$ cat src/pkg/psab_pkg.sv
package psab_pkg;

  // ----------------------------------------------------------------
  // Identifier space
  // ----------------------------------------------------------------
  localparam int ID_W = 16;
  localparam logic [ID_W-1:0] STD_LAST_ID = 16'h7fff;
  localparam logic [ID_W-1:0] VENDOR_FIRST_ID = 16'h8000;

  // ----------------------------------------------------------------
  // Attribute identifiers
  // ----------------------------------------------------------------
  localparam logic [ID_W-1:0] ID_CRC_ERROR_BURST = 16'h00a0;
  localparam logic [ID_W-1:0] ID_BAD_PROTOCOL_BURST = 16'h00a1;
  localparam logic [ID_W-1:0] ID_TRANSMIT_DROP = 16'h00a2;
  localparam logic [ID_W-1:0] ID_RECEIVE_DROP = 16'h00a3;
  localparam logic [ID_W-1:0] ID_GOOD_FRAME_TOTAL = 16'h00a4;
  localparam logic [ID_W-1:0] ID_BLOCK_QUALITY = 16'h00a5;
  localparam logic [ID_W-1:0] ID_SMOOTHING_DIVIDER = 16'h00a8;

  // ----------------------------------------------------------------
  // Widths
  // ----------------------------------------------------------------
  localparam int SHORT_CNT_W = 16;
  localparam int LONG_CNT_W = 32;
  localparam int QUAL_W = 16;
  localparam int SMOOTH_W = 8;
  localparam int DB_W = 3;
  localparam int LIN_W = 7;
  localparam int VALUE_W = 32;
  localparam int SHORT_CNT_NUM = 4;
  localparam int BLOCK_CNT_W = 4;
  localparam logic [BLOCK_CNT_W-1:0] BLOCK_LAST = 4'hf;

  // ----------------------------------------------------------------
  // Reset values and defaults
  // ----------------------------------------------------------------
  localparam logic [LONG_CNT_W-1:0] CNT_RESET = 32'h0000_0000;
  localparam logic [QUAL_W-1:0] QUAL_RESET = 16'h0000;
  localparam logic [SMOOTH_W-1:0] SMOOTH_DEFAULT = 8'h00;

  // Linear quality 2^(k/2) as unsigned fixed point with three fraction bits.
  localparam logic [LIN_W-1:0] LIN_TABLE [8] = '{7'h08, 7'h0b, 7'h10, 7'h17, 7'h20, 7'h2d, 7'h40, 7'h5a};

  typedef enum logic [1:0] {
    PSAB_GET_OK = 2'h0,
    PSAB_GET_RESERVED = 2'h1,
    PSAB_GET_VENDOR = 2'h3
  } psab_get_status_type;

endpackage : psab_pkg

$ cat src/pkg/psab_quality_if.sv
`timescale 1ns/1ps
interface psab_quality_if;
  logic sample_valid;
  logic [psab_pkg::DB_W-1:0] sample_db;
  logic [psab_pkg::SMOOTH_W-1:0] divider;
  logic [psab_pkg::QUAL_W-1:0] average;

  modport bank (output sample_valid, output sample_db, output divider, input average);
  modport quality (input sample_valid, input sample_db, input divider, output average);
endinterface : psab_quality_if

$ cat src/hw/psab_bank.sv
`timescale 1ns/1ps
// Function
// RL1 - Attributes selected by sixteen-bit identifier.
// RL2 - Low half standard, high half vendor only.
// RL3 - Undefined standard identifiers are reserved, inert.
// RL4 - Attribute registers never narrower than specified.
// RL5 - Count bursts with failed CRC, sixteen bits.
// RL6 - Count good-CRC bursts with invalid protocol.
// RL7 - Count transmit requests dropped on full queue.
// RL8 - Count receive data dropped on full queue.
// RL9 - Count correctly decoded frames, thirty-two bits.
// RL10 - Convert decibel quality k to 2^(k/2).
// RL11 - Sum linear quality over sixteen frames.
// RL12 - Average updates with divider 2^n smoothing.
// RL13 - Get request returns the attribute's value.
// RL14 - Counters and accumulator clear on reset.
module psab_bank #(
  parameter logic [psab_pkg::SMOOTH_W-1:0] SMOOTHING_DIVIDER = psab_pkg::SMOOTH_DEFAULT
) (
  input wire logic clk,
  input wire logic srst,
  input wire logic crc_fail_burst,
  input wire logic bad_protocol_burst,
  input wire logic tx_drop,
  input wire logic rx_drop,
  input wire logic good_frame,
  input wire logic quality_valid,
  input wire logic [psab_pkg::DB_W-1:0] quality_db,
  input wire logic get_valid,
  input wire logic [psab_pkg::ID_W-1:0] get_id,
  output logic get_done,
  output logic [psab_pkg::VALUE_W-1:0] get_value,
  output psab_pkg::psab_get_status_type get_status
);

  // ----------------------------------------------------------------
  // Event counters
  // ----------------------------------------------------------------
  logic [psab_pkg::SHORT_CNT_NUM-1:0] short_event;
  logic [psab_pkg::SHORT_CNT_W-1:0] short_count [psab_pkg::SHORT_CNT_NUM];
  logic [psab_pkg::LONG_CNT_W-1:0] good_frame_total_count;
  logic [psab_pkg::SMOOTH_W-1:0] average_smoothing_divider;

  // Index order follows the identifier order 0x00a0 to 0x00a3.
  assign short_event = {rx_drop, tx_drop, bad_protocol_burst, crc_fail_burst}; // see RL5

  generate
    for (genvar i = 0; i < psab_pkg::SHORT_CNT_NUM; i++) begin : g_short
      psab_counter #(
        .WIDTH(psab_pkg::SHORT_CNT_W)
      ) u_cnt (
        .clk(clk),
        .srst(srst),
        .bump(short_event[i]), // see RL6
        .count(short_count[i]) // see RL7
      );
    end
  endgenerate

  psab_counter #(
    .WIDTH(psab_pkg::LONG_CNT_W)
  ) u_good_frames (
    .clk(clk),
    .srst(srst),
    .bump(good_frame), // see RL9
    .count(good_frame_total_count)
  );

  // ----------------------------------------------------------------
  // Quality averaging
  // ----------------------------------------------------------------
  psab_quality_if qif ();

  assign average_smoothing_divider = SMOOTHING_DIVIDER;
  assign qif.sample_valid = quality_valid;
  assign qif.sample_db = quality_db;
  assign qif.divider = average_smoothing_divider; // see RL12

  psab_quality u_quality (
    .clk(clk),
    .srst(srst),
    .q(qif.quality)
  );

  // ----------------------------------------------------------------
  // Get service
  // ----------------------------------------------------------------
  logic next_get_done;
  logic [psab_pkg::VALUE_W-1:0] next_get_value;
  psab_pkg::psab_get_status_type next_get_status;

  // Every attribute is zero-extended into the full answer word.
  always_comb begin
    next_get_done = get_valid;
    next_get_value = get_value;
    next_get_status = get_status;
    if (get_valid) begin
      next_get_value = '0;
      next_get_status = psab_pkg::PSAB_GET_OK;
      case (get_id) // see RL1
        psab_pkg::ID_CRC_ERROR_BURST: begin
          next_get_value = psab_pkg::VALUE_W'(short_count[0]); // see RL13
        end
        psab_pkg::ID_BAD_PROTOCOL_BURST: begin
          next_get_value = psab_pkg::VALUE_W'(short_count[1]);
        end
        psab_pkg::ID_TRANSMIT_DROP: begin
          next_get_value = psab_pkg::VALUE_W'(short_count[2]);
        end
        psab_pkg::ID_RECEIVE_DROP: begin
          next_get_value = psab_pkg::VALUE_W'(short_count[3]); // see RL8
        end
        psab_pkg::ID_GOOD_FRAME_TOTAL: begin
          next_get_value = good_frame_total_count; // see RL4
        end
        psab_pkg::ID_BLOCK_QUALITY: begin
          next_get_value = psab_pkg::VALUE_W'(qif.average);
        end
        psab_pkg::ID_SMOOTHING_DIVIDER: begin
          next_get_value = psab_pkg::VALUE_W'(average_smoothing_divider);
        end
        default: begin
          if (get_id >= psab_pkg::VENDOR_FIRST_ID) begin
            next_get_status = psab_pkg::PSAB_GET_VENDOR; // see RL2
          end else begin
            next_get_status = psab_pkg::PSAB_GET_RESERVED; // see RL3
          end
        end
      endcase
    end
  end

  always_ff @(posedge clk) begin
    if (srst) begin
      get_done <= 1'b0;
      get_value <= '0;
      get_status <= psab_pkg::PSAB_GET_OK;
    end else begin
      get_done <= next_get_done;
      get_value <= next_get_value;
      get_status <= next_get_status;
    end
  end

  // ----------------------------------------------------------------
  // Checks
  // ----------------------------------------------------------------
  get_latency_a: assert property (@(posedge clk) disable iff (srst) // see RL13
    get_valid |=> get_done) else $error("Get answer not given one cycle after request.");
  get_idle_a: assert property (@(posedge clk) disable iff (srst)
    !get_valid |=> !get_done) else $error("Get answer without request.");
  crc_value_a: assert property (@(posedge clk) disable iff (srst) // see RL5
    get_valid && get_id == psab_pkg::ID_CRC_ERROR_BURST |=>
    get_value == psab_pkg::VALUE_W'($past(short_count[0])) && get_status == psab_pkg::PSAB_GET_OK)
    else $error("CRC error count read wrong.");
  crc_count_a: assert property (@(posedge clk) disable iff (srst) // see RL5
    crc_fail_burst ##1 get_valid && get_id == psab_pkg::ID_CRC_ERROR_BURST ##1 1'b1 |->
    get_value[psab_pkg::SHORT_CNT_W-1:0] == $past(short_count[0], 2) + 16'h0001)
    else $error("CRC error burst not counted once.");
  drop_value_a: assert property (@(posedge clk) disable iff (srst) // see RL7
    get_valid && get_id == psab_pkg::ID_TRANSMIT_DROP |=>
    get_value == psab_pkg::VALUE_W'($past(short_count[2]))) else $error("Transmit drop count read wrong.");
  total_value_a: assert property (@(posedge clk) disable iff (srst) // see RL9
    get_valid && get_id == psab_pkg::ID_GOOD_FRAME_TOTAL |=> get_value == $past(good_frame_total_count))
    else $error("Good frame total read wrong.");
  divider_value_a: assert property (@(posedge clk) disable iff (srst) // see RL12
    get_valid && get_id == psab_pkg::ID_SMOOTHING_DIVIDER |=> get_value == 32'(SMOOTHING_DIVIDER))
    else $error("Smoothing divider read wrong.");
  reserved_id_a: assert property (@(posedge clk) disable iff (srst) // see RL3
    get_valid && get_id <= psab_pkg::STD_LAST_ID && (get_id < psab_pkg::ID_CRC_ERROR_BURST ||
    get_id > psab_pkg::ID_SMOOTHING_DIVIDER) |=> get_status == psab_pkg::PSAB_GET_RESERVED && get_value == '0)
    else $error("Reserved identifier not refused.");
  vendor_id_a: assert property (@(posedge clk) disable iff (srst) // see RL2
    get_valid && get_id >= psab_pkg::VENDOR_FIRST_ID |=> get_status == psab_pkg::PSAB_GET_VENDOR)
    else $error("Vendor identifier not flagged.");

  get_crc_c: cover property (@(posedge clk) disable iff (srst)
    crc_fail_burst ##1 get_valid && get_id == psab_pkg::ID_CRC_ERROR_BURST);
  get_back_c: cover property (@(posedge clk) disable iff (srst) get_valid [*3]);
  get_vendor_c: cover property (@(posedge clk) disable iff (srst)
    get_valid && get_id >= psab_pkg::VENDOR_FIRST_ID);
  quality_c: cover property (@(posedge clk) disable iff (srst) quality_valid && qif.average != '0);

endmodule : psab_bank

$ cat src/hw/psab_counter.sv
`timescale 1ns/1ps
module psab_counter #(
  parameter int WIDTH = psab_pkg::SHORT_CNT_W
) (
  input wire logic clk,
  input wire logic srst,
  input wire logic bump,
  output logic [WIDTH-1:0] count
);

  logic [WIDTH-1:0] next_count;

  // ----------------------------------------------------------------
  // Event counter, wraps at full scale
  // ----------------------------------------------------------------
  always_comb begin
    next_count = count;
    if (bump) begin
      next_count = count + WIDTH'(1);
    end
  end

  always_ff @(posedge clk) begin
    if (srst) begin
      count <= psab_pkg::CNT_RESET[WIDTH-1:0]; // see RL14
    end else begin
      count <= next_count;
    end
  end

  counter_step_a: assert property (@(posedge clk) disable iff (srst)
    bump |=> count == $past(count) + WIDTH'(1)) else $error("Counter missed an event.");
  counter_hold_a: assert property (@(posedge clk) disable iff (srst)
    !bump |=> $stable(count)) else $error("Counter moved without an event.");

endmodule : psab_counter

$ cat src/hw/psab_quality.sv
`timescale 1ns/1ps
module psab_quality (
  input wire logic clk,
  input wire logic srst,
  psab_quality_if.quality q
);

  logic [psab_pkg::BLOCK_CNT_W-1:0] frame_idx;
  logic [psab_pkg::BLOCK_CNT_W-1:0] next_frame_idx;
  logic [psab_pkg::QUAL_W-1:0] block_sum;
  logic [psab_pkg::QUAL_W-1:0] next_block_sum;
  logic [psab_pkg::QUAL_W-1:0] average;
  logic [psab_pkg::QUAL_W-1:0] next_average;
  logic [psab_pkg::QUAL_W-1:0] full_sum;
  logic signed [psab_pkg::QUAL_W+1:0] diff;
  logic signed [psab_pkg::QUAL_W+1:0] step;

  // ----------------------------------------------------------------
  // Block sum over sixteen frames, then moving average of the sums
  // ----------------------------------------------------------------
  always_comb begin
    full_sum = block_sum + psab_pkg::QUAL_W'(psab_pkg::LIN_TABLE[q.sample_db]); // see RL10
    diff = $signed({2'b00, full_sum}) - $signed({2'b00, average});
    step = diff >>> q.divider; // see RL12
    next_frame_idx = frame_idx;
    next_block_sum = block_sum;
    next_average = average;
    if (q.sample_valid) begin
      next_frame_idx = frame_idx + psab_pkg::BLOCK_CNT_W'(1);
      next_block_sum = full_sum; // see RL11
      if (frame_idx == psab_pkg::BLOCK_LAST) begin
        next_block_sum = psab_pkg::QUAL_RESET;
        next_average = average + step[psab_pkg::QUAL_W-1:0]; // see RL12
      end
    end
  end

  always_ff @(posedge clk) begin
    if (srst) begin
      frame_idx <= '0;
      block_sum <= psab_pkg::QUAL_RESET; // see RL14
      average <= psab_pkg::QUAL_RESET; // see RL14
    end else begin
      frame_idx <= next_frame_idx;
      block_sum <= next_block_sum;
      average <= next_average;
    end
  end

  assign q.average = average;

  avg_toward_sum_a: assert property (@(posedge clk) disable iff (srst) // see RL11
    q.sample_valid && frame_idx == psab_pkg::BLOCK_LAST && full_sum >= average |=>
    average >= $past(average) && average <= $past(full_sum))
    else $error("Average moved away from the block sum.");
  avg_hold_a: assert property (@(posedge clk) disable iff (srst) // see RL12
    !(q.sample_valid && frame_idx == psab_pkg::BLOCK_LAST) |=> $stable(average))
    else $error("Average moved outside a block end.");

endmodule : psab_quality

$ cat config.mk
export PLATFORM = sky130hd
export DESIGN_NAME = psab_bank
export DESIGN_NICKNAME = d
export VERILOG_FILES = /design/src/pkg/psab_pkg.sv /design/src/pkg/psab_quality_if.sv /design/src/hw/psab_bank.sv /design/src/hw/psab_counter.sv /design/src/hw/psab_quality.sv
export SDC_FILE = /design/constraint.sdc
export NUM_CORES = 1
export LEC_CHECK = 0
export ABC_AREA = 1
export ABC_CLOCK_PERIOD_IN_PS = 4600
export BUFFER_PORTS_ARGS = -buffer_cell sky130_fd_sc_hd__buf_4
export CORE_MARGIN = 2
export CORE_UTILIZATION = 57
export CTS_CLUSTER_SIZE = 40
export DETAILED_ROUTE_END_ITERATION = 16
export PLACE_DENSITY = 0.85
export SYNTH_ARGS = -nofsm -noshare
export SYNTH_HDL_FRONTEND = slang
export SYNTH_HIERARCHICAL = 1
export SYNTH_SLANG_ARGS = --single-unit
$ cat constraint.sdc
create_clock -name clk -period 4.6 [get_ports clk]
set_clock_uncertainty 0.05 [all_clocks]
set_input_delay 0.46 -clock clk [delete_from_list [all_inputs] [get_ports clk]]
set_output_delay 0.46 -clock clk [all_outputs]
set_load 0.03 [all_outputs]
* Word level (Yosys, flattened, before mapping)
Memories as Yosys holds them, arrays and structs flattened.
Index checks and enable logic that the tools add are counted.
Widths: inputs -> output; s select.
** Word-level totals
- Bits in registers :: 167
- Bits in read-only memories :: 56
- Output and inout port bits :: 35
- Word-level logic and storage cells :: 40
- Memories kept :: 1
** Memory list
- (name not given) :: words 8, bits a word 7, rd ports 1, clocked after memory_dff 0, write ports 0, line psab_quality.sv:22 : full_sum = block_sum + psab_pkg::QUAL_W'(psab_pkg::LIN_TABLE[q.sample_db]);
** Operators by class
- Add/sub/neg operators :: 9
- Magnitude comparators :: 2
- Equal/unequal tests :: 8
- Muxes and demuxes :: 6
- Bitwise operators :: 1
- Reduce and logical (&&, ||, !) cells :: 2
** Operators by type and width (number)
- $pmux 32 s6 :: 1
- $eq 16x8->1 const B :: 7
- $add 16x1->16 const B :: 4
- $add 32x1->32 const B :: 1
- $add 16x16->16 :: 1
- $add 16x7->16 :: 1
- $ge 16x16->1 const B :: 1
- $mux 16 :: 1
- $sub 16x16->16 :: 1
- $mux 7 :: 2
- $reduce_or 7->1 :: 1
- $add 4x1->4 const B :: 1
- $eq 4x4->1 const B :: 1
- $ge 4x4->1 const B :: 1
- $mux 2 :: 2
- $not 3->4 :: 1
- $reduce_and 2->1 :: 1

* Longest topological paths before layout
- Depth in word-level cells :: 7
- Depth in mapped cells :: 49
- Gate-level depth less buffers :: 49

* Hierarchy
The synthesis kept the hierarchy.
** Modules (own cells, without submodules)
- psab_quality :: times used 1, cells each 681, area an instance 4159.0 sq um, sequential area each 720.7 sq um
- psab_counter (g_short[0].u_cnt ...) :: times used 4, cells each 126, area an instance 847.1 sq um, sequential area each 320.3 sq um
- psab_bank :: times used 1, cells each 390, area an instance 2342.2 sq um, sequential area each 700.7 sq um
- psab_counter (u_good_frames) :: times used 1, cells each 263, area an instance 1793.0 sq um, sequential area each 640.6 sq um

* Worst setup path before layout
OpenSTA, ideal clock, no wires.
- Kind :: input port to flip-flop
- From :: input quality_db[2] (netlist name)
- To :: register u_quality.average (netlist bit u_quality/q.average[14])
- Data arrival time :: 4.806 ns
- Setup slack :: -0.365 ns
- Stages :: 40
- Path buffers :: 0
- Cell sequence :: nand2_1 inv_1 nor2_1 ha_1 inv_1 fa_1 o21ai_2 a21oi_1 o21bai_2 xnor2_1 inv_1 ha_1 nand2_1 inv_1 a21oi_1 nand2_1 a21oi_1 o21ai_0 [4 not listed] nor2_1 nor2_1 ha_1 a21oi_1 o21ai_0 a21o_1 nand2_1 nand2_1 a21oi_1 o21ai_1 nand2_1 nand2_1 a21oi_1 nor2_1 nor2_1 nand2_1 nand2_1 inv_1
** On the way
- Longest elaborated chain between the ends :: 7
** Ends and longest elaborated chain
- start: declaration :: line psab_bank.sv:28 : input wire logic [psab_pkg::DB_W-1:0] quality_db,
- $not 3->4 (implied by the code) :: line psab_quality.sv:22
- $mem_v2 8x7
- $mux 7 (implied by the code) (2 in series) :: line psab_quality.sv:22
- $add 16x7->16 :: line psab_quality.sv:22
- $sub 16x16->16 :: line psab_quality.sv:23 : diff = $signed({2'b00, full_sum}) - $signed({2'b00, average});
- $add 16x16->16 :: line psab_quality.sv:33 : next_average = average + step[psab_pkg::QUAL_W-1:0];
- end signal: assignment :: line psab_quality.sv:42 : average <= psab_pkg::QUAL_RESET;
- end signal: assignment :: line psab_quality.sv:46 : average <= next_average;
- end: declaration :: line psab_quality.sv:12 : logic [psab_pkg::QUAL_W-1:0] average;
Every way passes these cells. The select of a mux whose other input is x is not followed.
A chain may end at the register's enable or synchronous reset.

* Worst setup path after layout
- From :: input quality_db[2] (netlist name)
- To :: register u_quality.average (netlist bit u_quality/q.average[15])
Same word-level chain as after synthesis.

==> flow_summary_export.csv <==
group,metric,value,unit
synthesis,synth_top_area_cell,"dfxtp_1",
synthesis,synthFlopType,"dfxtp_1",
clock_network,cts_buffer_depth,2,
layout,areaGrowthSynthToFinish,26.2,%
synthesis,ys_async_sr_fraction,0,%
critical_path,arrival,5.25,ns
critical_path,reg2reg_setup_slack,-0.30,ns
placed_design,numPortBuffers,62,
clock_network,clk_latency,0.43,ns
floorplanning,fp.dieW,147,um
placed_design,post-place-ws,-0.964,ns
power_and_ir_drop,p_comb_share,35.2,%
sta,maxSlewHeadroom,40.7,%
clock_network,htree_levels,4,
clock_network,cts_buffers,17,
critical_path,end_kind,"flop",
layout,nNetsFinal,2093,
global_routing,grt_first_pass_wirelength,56000,um
synthesis,synth_area_leaders,"dfxtp_1, nand2_1, nand3_1",
sta,period_share,108,%
synthesis,syn_area_per_cell,6.36,um^2
sta,holdWs,0.209,ns
critical_path,cp_slowest_stage_delay,0.29,ns
critical_path,startpoint_type,"input port",
layout,layout_commonest_cell,"nand2_1",
placed_design,place_congestion,0.978,
layout,drive_gt1_share,25.1,%
global_routing,grt_max_degree,68,
clock_network,hold_buffers,0,
power_and_ir_drop,seqPwrFrac,32.2,%
global_routing,grt_pass1_vias,11800,
power_and_ir_drop,clock_power_share,32.5,%
route,antenna_left,0,
layout,fillCellCount,1547,
route,routed_wl,35800,um
route,wl_per_cell,15.6,um
run_status,violations,"negative setup slack",
route,dr.pass1.iters,8,
clock_network,cts.sink_count,167,
floorplanning,rows,52,
run_status,status,"complete, but fails checks",
sta,hold_violations,0,
global_routing,antenna_found_initial,0,
sta,worst_pin_slew,0.888,ns
global_routing,grt_usage,31.3,%
sta,layout_setup_ws,-0.377,ns
power_and_ir_drop,net-switching-power,1.58,mW
power_and_ir_drop,power.internal,3.09,mW
layout,layout_common_cells,"nand2_1, nor2_1, inv_1",
critical_path,path_delay_family,"compound AO/OA/AOI/OAI gates",
critical_path,worstPathMaxFanout,4,
layout,register_area,3350,um^2
sta,timing.fmax,201,MHz
sta,period_needed,4.98,ns
route,initialDrtViolationCount,1238,
critical_path,crit_required,4.87,ns
route,routed_via_density,5.58,
critical_path,crit_top_cell,"nand2_1",
synthesis,yosysWarnings,6,
floorplanning,start_util,57.9,%
route,drc_errors,0,
layout,n_antenna_cell,0,
synthesis,synth_seq_cells,167,
synthesis,postSynthCellCount,1838,
critical_path,critPathBufInv,7,
floorplanning,core_area,20200,um^2
global_routing,gr-total-overflow,0,
route,vias,12800,
placed_design,hpwl,24700,um
clock_network,cts-root-buf,"clkbuf_16",
power_and_ir_drop,vdd_drop_max,0.279,mV
critical_path,cp_slowest_cell,"ha_4",
power_and_ir_drop,leakagePower,6.43,nW
synthesis,ys_types,53,
layout,multi_input_area,8070,um^2
synthesis,ys_seq_area_share,28.6,%
power_and_ir_drop,cellPowerDensity,317,nW/um^2
sta,rsz0062_at_grt,"yes",
synthesis,synth_top_area_share,28.6,%
clock_network,cts_tree,"yes",
sta,slew_violations,0,
synthesis,synth_edf_count,0,
job,cap_violations,0,
clock_network,path_clk_slew,0.07,ns
power_and_ir_drop,sw_frac_of_total,33.9,%
critical_path,path_class,"in2reg",
sta,setup_viol,6,
floorplanning,die_area,21700,um^2
worst_hold_path,min_path_type,"in2reg",
synthesis,syn-cell-area,11700,um^2
floorplanning,ios,63,
floorplanning,die-height,147,um
-- final cells by class --
cell class,instances,area share [%]
sequential,167,22.7
inverter,230,5.91
clock buffer,18,2.98
multi-input combinational,1406,54.7
clock inverter,14,1.24
timing repair buffer,196,10.2
tap,270,2.29
-- metal layers --
layer  GRT usage, %  share of wire (%)  up-vias
met4           12.9                3.9        0
met3           3.73                5.1      103
met5              0                  0        -
met1           39.0                 41     5940
met2           54.7                 50      486
li1               -                  -     6309
-- logic make-up after synthesis --
| group | share of synthesized area (%) |
|---|---|
| buffers and inverters | 10.1 |
| flip-flops | 28.6 |
| other | 0.0321 |
| XOR/XNOR | 2.24 |
| AO/OA/AOI/OAI | 14.3 |
| AND/OR/NAND/NOR | 39.5 |
| adder cells (fa/ha/maj) | 5.23 |
-- synth_stat cells, types with 3 or more instances --
| cell type | number |
|---|---|
| inv_2 | 15 |
| o21a_1 | 3 |
| dfxtp_1 | 167 |
| xor2_1 | 13 |
| a21o_1 | 5 |
| or2_2 | 3 |
| o211ai_1 | 4 |
| o21bai_1 | 6 |
| nand3_1 | 208 |
| inv_1 | 213 |
| ha_1 | 44 |
| xnor2_1 | 15 |
| a21oi_2 | 3 |
| fa_1 | 3 |
| buf_4 | 12 |
| nor3_1 | 17 |
| nand4_1 | 24 |
| nor3b_1 | 4 |
| a21oi_1 | 164 |
| o21ai_1 | 19 |
| clkbuf_1 | 22 |
| nand3_2 | 10 |
| nor2_4 | 31 |
| nand2_2 | 40 |
| buf_6 | 5 |
| o21ai_0 | 91 |
| nor2_1 | 235 |
| buf_2 | 15 |
| nand2_1 | 393 |
| nor2_2 | 22 |
| a31oi_1 | 3 |
-- worst reg2reg max path: cells and delay by family (launching register included) --
family / cells / cell delay, ns
and+or+nand+nor: 20 / 1.82
adders and majority gates: 4 / 1.01
AOI/OAI and AO/OA: 6 / 0.92
buffers and inverters: 5 / 0.53
DFF: 1 / 0.36
xor gates and xnor gates: 1 / 0.10
-- state kept, by name, summed over array words and instances (netlist names) --
| register | count |
|---|---|
| u_quality/block_sum | 16 |
| u_good_frames/count | 32 |
| get_status | 2 |
| get_value | 32 |
| g_short.u_cnt/count | 64 |
| u_quality/frame_idx | 4 |
| u_quality/q.average | 16 |
| get_done | 1 |
-- power groups by stage --
stage / clock, mW / sequential [mW] / combinational, mW
4_1_cts: 1.53 / 1.51 / 1.28
3_5_place_dp: 0 / 1.54 / 1.16
2_1_floorplan: 0 / 1.56 / 0.718
3_3_place_gp: 0 / 1.54 / 1.14
5_1_grt: 1.60 / 1.51 / 1.76
6_report: 1.52 / 1.51 / 1.65
-- metrics by stage --
stage,TNS [ns],power (mW),cells,cell area (um^2),utilization [%]
global route,-2.62,4.87,2301,14700,73.1
finish,-1.21,4.68,2301,14700,73.1
floorplan,-0.234,2.28,1859,11800,-
detailed placement,-5.53,2.70,2234,13100,64.8
CTS,-0.722,4.31,2283,14100,69.7
global placement,-4.65,2.68,2234,13100,64.8
-- path summary, 6_finish.rpt --
| path | from | endpoint | depth (start not counted) |
|---|---|---|---|
| worst max-delay path | quality_db[2] | u_quality/q.average[15]$_SDFFE_PP0P_ | 38 |
| worst min-delay path | quality_valid | u_quality/frame_idx[0]$_SDFFE_PP0P_ | 2 |
| worst max register to register | u_quality/block_sum[0]$_SDFFE_PP0P_ | u_quality/q.average[15]$_SDFFE_PP0P_ | 36 |
| worst min register to register | get_status[0]$_SDFFE_PP0P_ | get_status[0]$_SDFFE_PP0P_ | 2 |
-- what timing repair did --
action                                  CTS  global route
buffers inserted                         18            25
endpoints found under the setup margin    6             9
resized for setup                        56           122
pin swaps                                50            88
No activity file was read; power rests on OpenSTA's default activity.
